===== src/hdl/svppm_pkg.sv =====
package svppm_pkg;
  // ----------------------------------------------------------------------
  // Source voltage format
  // ----------------------------------------------------------------------
  localparam int VSRC_BITS = 11;
  localparam int VSRC_REG_BITS = 16;
  localparam int VSRC_PAD_BITS = 5;
  localparam real FULL_SCALE_VOLTS = 23.9883;
  localparam int VSRC_SCALE_DIV = 4094;
  localparam int FULL_SCALE_WATTS_CODE = 65535;
  // ----------------------------------------------------------------------
  // Sense voltage and power ratio
  // ----------------------------------------------------------------------
  localparam int VSNS_BITS = 11;
  localparam int VSNS_MAG_BITS = 10;
  localparam int PROD_BITS = 21;
  localparam int PRATIO_BITS = 16;
  localparam int PRATIO_LSB = 5;
  // ----------------------------------------------------------------------
  // Peak detector
  // ----------------------------------------------------------------------
  localparam int SEL_BITS = 4;
  localparam int SEL_COUNT = 16;
  localparam int CLK_HZ = 20000000;
  localparam int TICK_MS = 1;
  localparam int TICK_CYCLES = CLK_HZ / 1000 * TICK_MS;
  localparam int TICK_BITS = 15;
  localparam int DUR_BITS = 13;
  localparam int FILT_BITS = 16;
  localparam int HYST_BITS = 11;
  localparam logic [VSRC_BITS-1:0] VSRC_ZERO = 11'h000;
endpackage


===== src/hdl/svppm_peak.sv =====
`timescale 1ns/1ps
// --------------------------------------------------------------------------
// Peak detector with threshold, minimum duration and release filter
// --------------------------------------------------------------------------
module svppm_peak #(
  parameter int FILT_CYCLES = 200
) (
  input wire logic sys_clk,
  input wire logic rst,
  input wire logic [svppm_pkg::VSNS_MAG_BITS-1:0] mag,
  input wire logic [svppm_pkg::VSNS_MAG_BITS-1:0] thresh,
  input wire logic [svppm_pkg::DUR_BITS-1:0] dur_ms,
  output logic peak
);
  logic [svppm_pkg::TICK_BITS-1:0] tick_q, tick_d;
  logic [svppm_pkg::DUR_BITS-1:0] ms_q, ms_d;
  logic [svppm_pkg::FILT_BITS-1:0] filt_q, filt_d;
  logic run_q, run_d, peak_q, peak_d;
  logic over;

  always_comb begin
    over = mag > thresh;
    tick_d = tick_q;
    ms_d = ms_q;
    filt_d = filt_q;
    run_d = run_q;
    peak_d = peak_q;
    if (over) begin
      filt_d = '0;
      run_d = 1'b1;
    end else if (run_q) begin
      if (filt_q >= svppm_pkg::FILT_BITS'(FILT_CYCLES)) begin
        run_d = 1'b0;
        peak_d = 1'b0;
      end else begin
        filt_d = filt_q + 1'b1;
      end
    end
    if (!run_d) begin
      tick_d = '0;
      ms_d = '0;
      filt_d = '0;
    end else if (!peak_q) begin
      if (tick_q == svppm_pkg::TICK_BITS'(svppm_pkg::TICK_CYCLES - 1)) begin
        tick_d = '0;
        ms_d = ms_q + 1'b1;
      end else begin
        tick_d = tick_q + 1'b1;
      end
      if (ms_q >= dur_ms && over) begin
        peak_d = 1'b1;
      end
    end
    if (peak_q && !over) begin
      peak_d = 1'b0;
    end
  end

  always_ff @(posedge sys_clk or posedge rst) begin
    if (rst) begin
      tick_q <= '0;
      ms_q <= '0;
      filt_q <= '0;
      run_q <= 1'b0;
      peak_q <= 1'b0;
    end else begin
      tick_q <= tick_d;
      ms_q <= ms_d;
      filt_q <= filt_d;
      run_q <= run_d;
      peak_q <= peak_d;
    end
  end

  assign peak = peak_q;
endmodule // svppm_peak


===== src/hdl/svppm_monitor.sv =====
`timescale 1ns/1ps
module svppm_monitor #(
  parameter int FILT_CYCLES = 200
) (
  input wire logic sys_clk,
  input wire logic rst,
  input wire logic vsrc_valid,
  input wire logic [svppm_pkg::VSRC_BITS-1:0] vsrc_code,
  input wire logic vsns_valid,
  input wire logic signed [svppm_pkg::VSNS_BITS-1:0] vsns_code,
  input wire logic signed [svppm_pkg::VSNS_BITS-1:0] vsns_inst,
  input wire logic [svppm_pkg::VSRC_BITS-1:0] vsrc_high,
  input wire logic [svppm_pkg::VSRC_BITS-1:0] vsrc_low,
  input wire logic [svppm_pkg::VSRC_BITS-1:0] vsrc_crit,
  input wire logic [svppm_pkg::HYST_BITS-1:0] vsrc_hyst,
  input wire logic warn_enable,
  input wire logic comparator_mode,
  input wire logic warn_mask_all,
  input wire logic warn_clear,
  input wire logic [svppm_pkg::SEL_BITS-1:0] spike_level_strap,
  input wire logic [svppm_pkg::SEL_BITS-1:0] spike_time_strap,
  input wire logic host_sel_write,
  input wire logic [svppm_pkg::SEL_BITS-1:0] host_level_sel,
  input wire logic [svppm_pkg::SEL_BITS-1:0] host_time_sel,
  output logic [svppm_pkg::VSRC_REG_BITS-1:0] vsrc_reg,
  output logic [svppm_pkg::PRATIO_BITS-1:0] power_ratio,
  output logic high_status,
  output logic low_status,
  output logic spike_status,
  output logic warn_out_n,
  output logic critical_out_n,
  output logic [svppm_pkg::SEL_BITS-1:0] level_sel,
  output logic [svppm_pkg::SEL_BITS-1:0] time_sel
);
  // ------------------------------------------------------------------------
  // Strap capture after reset, host override
  // ------------------------------------------------------------------------
  logic [svppm_pkg::SEL_BITS-1:0] ls_s1_q, ls_s2_q, ls_s3_q, ts_s1_q;
  logic [svppm_pkg::SEL_BITS-1:0] ts_s2_q, ts_s3_q;
  logic [svppm_pkg::SEL_BITS-1:0] lsel_q, lsel_d, tsel_q, tsel_d;
  logic [1:0] boot_q, boot_d;
  logic host_q, host_d;

  always_ff @(posedge sys_clk or posedge rst) begin
    if (rst) begin
      ls_s1_q <= '0;
      ls_s2_q <= '0;
      ls_s3_q <= '0;
      ts_s1_q <= '0;
      ts_s2_q <= '0;
      ts_s3_q <= '0;
    end else begin
      ls_s1_q <= spike_level_strap;
      ls_s2_q <= ls_s1_q;
      ls_s3_q <= ls_s2_q;
      ts_s1_q <= spike_time_strap;
      ts_s2_q <= ts_s1_q;
      ts_s3_q <= ts_s2_q;
    end
  end

  always_comb begin
    boot_d = boot_q;
    lsel_d = lsel_q;
    tsel_d = tsel_q;
    host_d = host_q;
    if (host_sel_write) begin
      lsel_d = host_level_sel;
      tsel_d = host_time_sel;
      host_d = 1'b1;
    end else if (!host_q && boot_q != 2'h3) begin
      // Straps are taken only once the synchroniser has settled.
      if (ls_s2_q == ls_s3_q && ts_s2_q == ts_s3_q) begin
        boot_d = boot_q + 2'h1;
        lsel_d = ls_s3_q;
        tsel_d = ts_s3_q;
      end
    end
  end

  always_ff @(posedge sys_clk or posedge rst) begin
    if (rst) begin
      boot_q <= '0;
      lsel_q <= '0;
      tsel_q <= '0;
      host_q <= 1'b0;
    end else begin
      boot_q <= boot_d;
      lsel_q <= lsel_d;
      tsel_q <= tsel_d;
      host_q <= host_d;
    end
  end

  // ------------------------------------------------------------------------
  // Selection tables
  // ------------------------------------------------------------------------
  // Threshold in sense codes: 10 mV to 85 mV on an 80 mV, 1023 code span.
  // Levels above full scale saturate, so they can never trip.
  logic [svppm_pkg::VSNS_MAG_BITS-1:0] thr_code;
  logic [svppm_pkg::DUR_BITS-1:0] dur_ms;

  always_comb begin
    unique case (lsel_q)
      4'h0: thr_code = 10'h080;
      4'h1: thr_code = 10'h0C0;
      4'h2: thr_code = 10'h100;
      4'h3: thr_code = 10'h140;
      4'h4: thr_code = 10'h180;
      4'h5: thr_code = 10'h1C0;
      4'h6: thr_code = 10'h200;
      4'h7: thr_code = 10'h240;
      4'h8: thr_code = 10'h280;
      4'h9: thr_code = 10'h2C0;
      4'hA: thr_code = 10'h300;
      4'hB: thr_code = 10'h340;
      4'hC: thr_code = 10'h380;
      4'hD: thr_code = 10'h3C0;
      4'hE: thr_code = 10'h3FF;
      4'hF: thr_code = 10'h3FF;
    endcase
    unique case (tsel_q)
      4'h0: dur_ms = 13'h0001;
      4'h1: dur_ms = 13'h0005;
      4'h2: dur_ms = 13'h001A;
      4'h3: dur_ms = 13'h0033;
      4'h4: dur_ms = 13'h004D;
      4'h5: dur_ms = 13'h0066;
      4'h6: dur_ms = 13'h0080;
      4'h7: dur_ms = 13'h0100;
      4'h8: dur_ms = 13'h0180;
      4'h9: dur_ms = 13'h0200;
      4'hA: dur_ms = 13'h0300;
      4'hB: dur_ms = 13'h0400;
      4'hC: dur_ms = 13'h0600;
      4'hD: dur_ms = 13'h0800;
      4'hE: dur_ms = 13'h0C00;
      4'hF: dur_ms = 13'h1000;
    endcase
  end

  // ------------------------------------------------------------------------
  // Peak detector on instantaneous magnitude
  // ------------------------------------------------------------------------
  logic [svppm_pkg::VSNS_MAG_BITS-1:0] inst_mag;
  logic peak;

  always_comb begin
    if (vsns_inst[svppm_pkg::VSNS_BITS-1]) begin
      inst_mag = svppm_pkg::VSNS_MAG_BITS'(-vsns_inst);
    end else begin
      inst_mag = vsns_inst[svppm_pkg::VSNS_MAG_BITS-1:0];
    end
  end

  svppm_peak #(
    .FILT_CYCLES(FILT_CYCLES)
  ) u_peak (
    .sys_clk(sys_clk),
    .rst(rst),
    .mag(inst_mag),
    .thresh(thr_code),
    .dur_ms(dur_ms),
    .peak(peak)
  );

  // ------------------------------------------------------------------------
  // Source voltage, limits and power ratio
  // ------------------------------------------------------------------------
  logic [svppm_pkg::VSRC_BITS-1:0] vsrc_q, vsrc_d;
  logic [svppm_pkg::VSNS_MAG_BITS-1:0] smag_q, smag_d;
  logic [svppm_pkg::PRATIO_BITS-1:0] pr_q, pr_d;
  logic hi_q, hi_d, lo_q, lo_d, crit_q, crit_d, warn_q, warn_d;
  logic [svppm_pkg::PROD_BITS-1:0] prod;
  logic [svppm_pkg::VSRC_BITS:0] release_lvl;
  logic new_v, new_s;

  always_comb begin
    new_v = vsrc_valid;
    new_s = vsns_valid;
    vsrc_d = new_v ? vsrc_code : vsrc_q;
    smag_d = smag_q;
    if (new_s) begin
      if (vsns_code[svppm_pkg::VSNS_BITS-1]) begin
        smag_d = svppm_pkg::VSNS_MAG_BITS'(-vsns_code);
      end else begin
        smag_d = vsns_code[svppm_pkg::VSNS_MAG_BITS-1:0];
      end
    end
    prod = svppm_pkg::PROD_BITS'(smag_d) * svppm_pkg::PROD_BITS'(vsrc_d);
    // The shifted product keeps the top 16 bits; full codes map to 65440.
    pr_d = pr_q;
    if (new_v || new_s) begin
      pr_d = prod[svppm_pkg::PRATIO_LSB +: svppm_pkg::PRATIO_BITS];
    end
    release_lvl = {1'b0, vsrc_high} - {1'b0, vsrc_hyst};
    hi_d = hi_q;
    lo_d = lo_q;
    if (comparator_mode) begin
      if (vsrc_d >= vsrc_high) begin
        hi_d = 1'b1;
      end else if (release_lvl[svppm_pkg::VSRC_BITS] ||
                   {1'b0, vsrc_d} < release_lvl) begin
        hi_d = 1'b0;
      end
    end else begin
      if (warn_clear) begin
        hi_d = 1'b0;
      end
      if (new_v && vsrc_d >= vsrc_high) begin
        hi_d = 1'b1;
      end
    end
    if (warn_clear) begin
      lo_d = 1'b0;
    end
    if (new_v && vsrc_d < vsrc_low) begin
      lo_d = 1'b1;
    end
    crit_d = vsrc_d >= vsrc_crit;
    if (comparator_mode) begin
      warn_d = warn_enable && (hi_d || lo_d || peak);
    end else begin
      warn_d = warn_enable && !warn_mask_all && (hi_d || lo_d);
    end
  end

  always_ff @(posedge sys_clk or posedge rst) begin
    if (rst) begin
      vsrc_q <= svppm_pkg::VSRC_ZERO;
      smag_q <= '0;
      pr_q <= '0;
      hi_q <= 1'b0;
      lo_q <= 1'b0;
      crit_q <= 1'b0;
      warn_q <= 1'b0;
    end else begin
      vsrc_q <= vsrc_d;
      smag_q <= smag_d;
      pr_q <= pr_d;
      hi_q <= hi_d;
      lo_q <= lo_d;
      crit_q <= crit_d;
      warn_q <= warn_d;
    end
  end

  // ------------------------------------------------------------------------
  // Outputs
  // ------------------------------------------------------------------------
  logic [svppm_pkg::VSRC_REG_BITS-1:0] vreg_q;
  logic spike_q, crit_n_q, warn_n_q;

  always_ff @(posedge sys_clk or posedge rst) begin
    if (rst) begin
      vreg_q <= '0;
      spike_q <= 1'b0;
      crit_n_q <= 1'b1;
      warn_n_q <= 1'b1;
    end else begin
      vreg_q <= {vsrc_d, {svppm_pkg::VSRC_PAD_BITS{1'b0}}};
      spike_q <= peak;
      crit_n_q <= !(crit_d || peak);
      warn_n_q <= !warn_d;
    end
  end

  assign vsrc_reg = vreg_q;
  assign power_ratio = pr_q;
  assign high_status = hi_q;
  assign low_status = lo_q;
  assign spike_status = spike_q;
  assign warn_out_n = warn_n_q;
  assign critical_out_n = crit_n_q;
  assign level_sel = lsel_q;
  assign time_sel = tsel_q;
endmodule // svppm_monitor


===== config.mk =====
export PLATFORM = sky130hd
export DESIGN_NAME = svppm_monitor
export DESIGN_NICKNAME = d
export VERILOG_FILES = /design/src/hdl/svppm_pkg.sv /design/src/hdl/svppm_peak.sv /design/src/hdl/svppm_monitor.sv
export SDC_FILE = /design/constraint.sdc
export NUM_CORES = 1
export LEC_CHECK = 0
export ABC_AREA = 1
export BUFFER_PORTS_ARGS = -buffer_cell sky130_fd_sc_hd__buf_4
export CAP_MARGIN = 20
export CORE_ASPECT_RATIO = 0.75
export CORE_MARGIN = 1
export CORE_UTILIZATION = 25
export CTS_BUF_LIST = sky130_fd_sc_hd__clkbuf_8
export DETAILED_ROUTE_END_ITERATION = 6
export GPL_ROUTABILITY_DRIVEN = 0
export PLACE_DENSITY_LB_ADDON = 0.12
export SYNTH_ARGS = -nofsm -noshare
export SYNTH_HDL_FRONTEND = slang
export SYNTH_SLANG_ARGS = --single-unit

===== constraint.sdc =====
create_clock -name sys_clk -period 7 [get_ports sys_clk]
set_input_delay 0 -clock sys_clk [delete_from_list [all_inputs] [get_ports sys_clk]]
set_output_delay 0 -clock sys_clk [all_outputs]
set_load 0.05 [all_outputs]

== Word level (Yosys, flattened, before mapping) ==
Memory sizes are Yosys's and may differ from the RTL's.
Cells that the tools add are included.

* Divide/modulo/power cells: 0
* Magnitude comparators: 7
* $mul: 1
* Shift-type cells: 0
* Reduce and logical (&&, ||, !) cells: 25
* Add/subtract/negate cells: 7
* Bitwise gates (word level): 1
* Equal/unequal tests: 8
* Multiplexer cells: 38

{| class="wikitable"
|+ Operators by type and width
! operator !! count
|-
| two-way mux 16 bit || 4
|-
| two-way mux 15 bit || 3
|-
| two-way mux 13 bit || 3
|-
| two-way mux 10 bit || 3
|-
| two-way mux 4 bit || 6
|-
| greater-or-equal comparator 11 bit || 2
|-
| multiplier 10 x 11 -> 21 bit || 1
|-
| negator 10 bit || 2
|-
| two-way mux 1 bit || 18
|-
| adder 16 x 1 -> 16 bit, second input constant || 1
|-
| greater-or-equal comparator 16 x 8 -> 1 bit, second input constant || 1
|-
| adder 15 x 1 -> 15 bit, second input constant || 1
|-
| == test 15 bit, second input constant || 1
|-
| adder 13 x 1 -> 13 bit, second input constant || 1
|-
| greater-or-equal comparator 13 bit || 1
|-
| less-than comparator 11 x 12 -> 1 bit || 1
|-
| subtractor 11 x 11 -> 12 bit || 1
|-
| less-than comparator 11 bit || 1
|-
| two-way mux 11 bit || 1
|-
| greater-than comparator 10 bit || 1
|-
| logical AND 1 bit || 9
|-
| == test 4 bit || 2
|-
| inequality test 2 bit, second input constant || 3
|-
| AND reduction 2 bit || 3
|-
| other kinds (8) || 17
|}

* Memory bits (read-only): 368
* Memories: 2
* Bits in writable memories: 0
* Latch bits: 0
* Input port bits: 102
* Bits in registers: 123
* Output and inout bits: 45

{| class="wikitable"
|+ Memories
! memory !! words !! bits a word !! read ports !! clocked after memory_dff !! wr ports !! RTL line !! RTL
|-
| (no name shown) || 16 || 13 || 1 || 0 || 0 || svppm_monitor.sv:122 || <nowiki>unique case (tsel_q)</nowiki>
|-
| (no name shown) || 16 || 10 || 1 || 0 || 0 || svppm_monitor.sv:104 || <nowiki>unique case (lsel_q)</nowiki>
|}

== Longest topological paths before layout ==
* Depth in word-level cells: 11
* Mapped depth: 32
* Depth with buffers taken out: 32

== Hierarchy ==
From an unflattened synthesis, not the netlist that was laid out.

* Cells, all modules: 1549
* Area total of the unflattened synthesis: 12001.5 um^2

{| class="wikitable"
|+ By module, submodules not included
! module !! cells each !! instances !! area each (um^2)
|-
| svppm_monitor || 1118 || 1 || 8742.1
|-
| svppm_peak || 431 || 1 || 3259.4
|}

== Worst setup path after synthesis ==
OpenSTA, ideal clock, no wires.

* Path kind: register to register
* Start point: register, netlist name vsrc_reg[10]
* End point: register pr_q (netlist bit power_ratio[10])
* Stages on the path, launching flop included: 22
* Arrival time: 5.091 ns
* Path slack: 1.783 ns
* Period minus slack after synthesis: 5.217 ns
* Path buffers: 0
* Cell sequence: dfrtp_1 o21ai_1 inv_1 nand2_1 fa_1 inv_1 fa_1 inv_1 fa_1 inv_1 fa_1 inv_1 fa_1 inv_1 ha_1 a21oi_1 o21ai_0 a21oi_1 o21ai_1 a21oi_1 xor2_1 o21ai_1

{| class="wikitable"
|+ RTL lines
! item !! RTL line !! RTL
|-
| to (signal assigned) || svppm_monitor.sv:240 || <nowiki>pr_q <= pr_d;</nowiki>
|-
| to (decl) || svppm_monitor.sv:172 || <nowiki>logic [svppm_pkg::PRATIO_BITS-1:0] pr_q, pr_d;</nowiki>
|}

==> results.py <==
metrics = {
    "timing": {
        "fin_skew_ps": 11.2,
        "fmax_mhz": 161,
        "period_share_pct": 88.6,
        "relSlewSlack_pct": 44.1,
        "hold_slack_ps": 36.5,
        "maxSlewViolCount": 0,
        "period_needed_ps": 6200,
        "finalSetupTns_ps": 0,
        "worstMarginPinSlew_ps": 838,
        "hold_violations": 0,
        "rsz0062_at_grt": "no",
        "setup_viol": 0,
    },
    "job": {
        "maxCapViolCount": 0,
    },
    "min_path": {
        "holdCritPathClass": "in -> reg",
    },
    "floorplanning": {
        "die_area_um2": 47300,
        "die_h_um": 189,
        "die_w_um": 251,
        "start_util_pct": 25.7,
        "design.core.area_um2": 45300,
        "ios": 147,
        "rows": 67,
    },
    "clock_network": {
        "clock-sinks": 123,
        "clkTransAtPathRegs_ps": 70,
        "h-tree-depth": 4,
        "clk-insertion-delay-late_ps": 480,
        "clockBufferDepth": 2,
        "numCtsBuffers": 17,
        "clockRootBuffer": "clkbuf_8",
        "cts_tree": "built",
    },
    "power_and_ir_drop": {
        "power_leakage_nw": 7.14,
        "ir_drop_mv": 0.384,
        "p_per_area_nw_per_um2": 437,
    },
    "placement": {
        "port_buffers": 141,
        "post-dp-hpwl_um": 26500,
    },
    "grt": {
        "track_usage_pct": 14.8,
        "grt_pass1_vias": 10100,
        "gr-total-overflow": 0,
        "grt_start_max_net_pins": 85,
        "antenna_found_initial": 0,
        "grt_pass1_wl_um": 55000,
    },
    "logic_synthesis": {
        "netlist_instances": 1459,
        "synth_edf_count": 0,
        "synth_top_area_share_pct": 26.1,
        "synth_seq_cells": 123,
        "yosysUniqueCellTypes": 51,
        "ys_seq_area_share_pct": 26.5,
        "synth_flop_cell": "dfrtp_1",
        "synth.area.top_cells": "dfrtp_1 26%, ha_1 16%, fa_1 12%",
        "yosysWarnings": 0,
        "synth_top_cell_by_area": "dfrtp_1",
        "synth_area_per_cell_um2": 7.96,
        "netlist_area_um2": 11600,
        "async_flop_share_pct": 100,
    },
    "status": {
        "status": "finished, final reports clean",
    },
    "detailed_routing": {
        "drtAntennaViolNets": 0,
        "drtIter0Drc": 504,
        "wl_per_cell_um": 14.7,
        "routed_wl_um": 33100,
        "drt_first_pass_iters": 5,
        "num_vias": 9919,
        "remaining_drc_errors": 0,
        "vias_per_cell": 4.40,
    },
    "critical_path": {
        "path_common_cell": "fa_1",
        "cp.required_ps": 7350,
        "r2r_slack_ps": 800,
        "endpoint_kind": "register",
        "crit_family": "adder cells",
        "startpoint_type": "register",
        "worst-path-max-fanout": 12,
        "critical_path_buf_inv_count": 4,
        "slowest_stage": "clkinv_1",
        "critPathKind": "reg -> reg",
        "arrival_ps": 6550,
        "path_cells": "o21ai_0, clkinv_1, nand2_1, fa_1, inv_1, fa_1, inv_1, fa_1, fa_1, inv_1, fa_1, ha_1, nand2_1, nor2_1, nand4_1, o21ai_1, a21oi_1, xor2_1, o21ai_1",
        "slowest_delay_ps": 750,
    },
    "finish": {
        "nets": 1975,
        "syn_to_final_growth_pct": 21.9,
        "layout-drive-gt1-share_pct": 13.9,
        "num_antenna_cells": 0,
    },
}
Yosys cell counts (2+ instances only):
cell and count:
nand2_1 284, inv_1 256, ha_1 144, nor2_1 133
dfrtp_1 121, fa_1 70, nand3_1 64, a21oi_1 62
o21ai_0 52, xor2_1 45, nand4_1 24, nor3_1 22
o21ai_1 19, or2_2 17, xnor2_1 16, a31oi_1 11
clkbuf_1 8, nand2_2 8, nor4_1 8, o211ai_1 8
or2_0 8, nand2_4 7, buf_4 6, clkinv_1 6
inv_2 6, buf_2 5, buf_6 4, o22ai_1 4
a211oi_1 3, a21o_1 3, nand3b_1 3, nor3_2 3
nor3b_1 3, o21ai_2 3, o31ai_1 3, a21boi_0 2
dfstp_2 2, o21a_1 2, o21bai_1 2
metal layers:
layer	track usage, %	vias to the layer above	wire [um]
met5	0	-	0
met4	2.81	0	318
met3	2.43	22	1130
met2	22.9	151	14500
met1	21.6	4706	17200
li1	-	5040	-
worst register-to-register path, delay by kind of cell (launching register included):
family,cells,cell delay (ps)
xor gates and xnor gates,1,160
buffers and inverters,4,950
and+or+nand+nor,4,770
adders and majority gates,6,2660
AOI/OAI and AO/OA,4,1120
DFF,1,400
path summary, 6_finish.rpt:
check / startpoint / to / depth (start not counted)
hold reg to reg: ls_s1_q[0] / ls_s2_q[0] / 0
min in group asynchronous: rst / u_peak.tick_q[3] / 3
hold / removal: vsrc_valid / vsrc_reg[5] / 3
setup / recovery: vsrc_reg[12] / power_ratio[10] / 19
max in group asynchronous: rst / warn_out_n / 4
setup reg to reg: vsrc_reg[12] / power_ratio[10] / 19
cell usage in the layout (no fill, tap or decap), types with 4 or more instances in the layout:
master,count
dfrtp_1,121
nand2_4,7
a21oi_1,62
ha_1,144
nand4_1,24
or2_2,17
nand2_2,8
clkinv_1,6
nand3_1,64
o211ai_1,8
inv_2,6
clkinvlp_4,6
clkbuf_8,18
o21ai_0,52
xnor2_1,16
fa_1,70
or2_0,8
nand2_1,284
o21ai_1,19
xor2_1,45
buf_4,148
o22ai_1,4
nor4_1,8
a31oi_1,11
inv_1,256
nor2_1,133
nor3_1,22
conb_1,13
dlygate4sd3_1,44
report_power, final:
| group | total, W | internal (W) | switching [W] |
|---|---|---|---|
| registers | 0.000927 | 0.000846 | 0.0000805 |
| clock network | 0.000602 | 0.000282 | 0.000320 |
| logic | 0.00465 | 0.00172 | 0.00293 |
| total | 0.00618 | 0.00285 | 0.00333 |
kinds of logic after synthesis:
logic type | after synthesis | synth area share [%]
AO/OA/AOI/OAI | 179 | 8.77
flip-flops | 123 | 26.5
other | 1 | 0.0323
AND/OR/NAND/NOR | 590 | 22.6
adder cells (fa/ha/maj) | 214 | 27.6
XOR/XNOR | 61 | 4.60
buffers and inverters | 291 | 9.91
stage by stage:
stage	instance area [um2]	cells	worst slack, ps	power (W)	utilization (%)
finish	14200	2256	799	0.00618	31.3
global placement	13400	2182	900	0.00564	29.5
detailed placement	13400	2182	922	0.00561	29.5
global route	14200	2256	459	0.00696	31.3
CTS	14200	2256	882	0.00630	31.3
floorplan	11700	1471	1780	0.00439	-
what timing repair did:
action	in CTS	in global routing
hold buffers	44	0
setup buffers	0	0
hold endpoints to repair	108	0
gates resized for setup	0	0
setup endpoints to repair	0	0
cell type report:
| cell class | count | area [um2] |
|---|---|---|
| Clock inverter | 12 | 103 |
| Inverter | 268 | 1010 |
| Fill cell | 4898 | 31100 |
| Multi-Input combinational cell | 1057 | 7430 |
| Timing Repair Buffer | 192 | 1550 |
| Clock buffer | 18 | 248 |
| Tap cell | 586 | 733 |
| Sequential cell | 123 | 3080 |
Note: power is estimated with default switching activity, not from simulation.
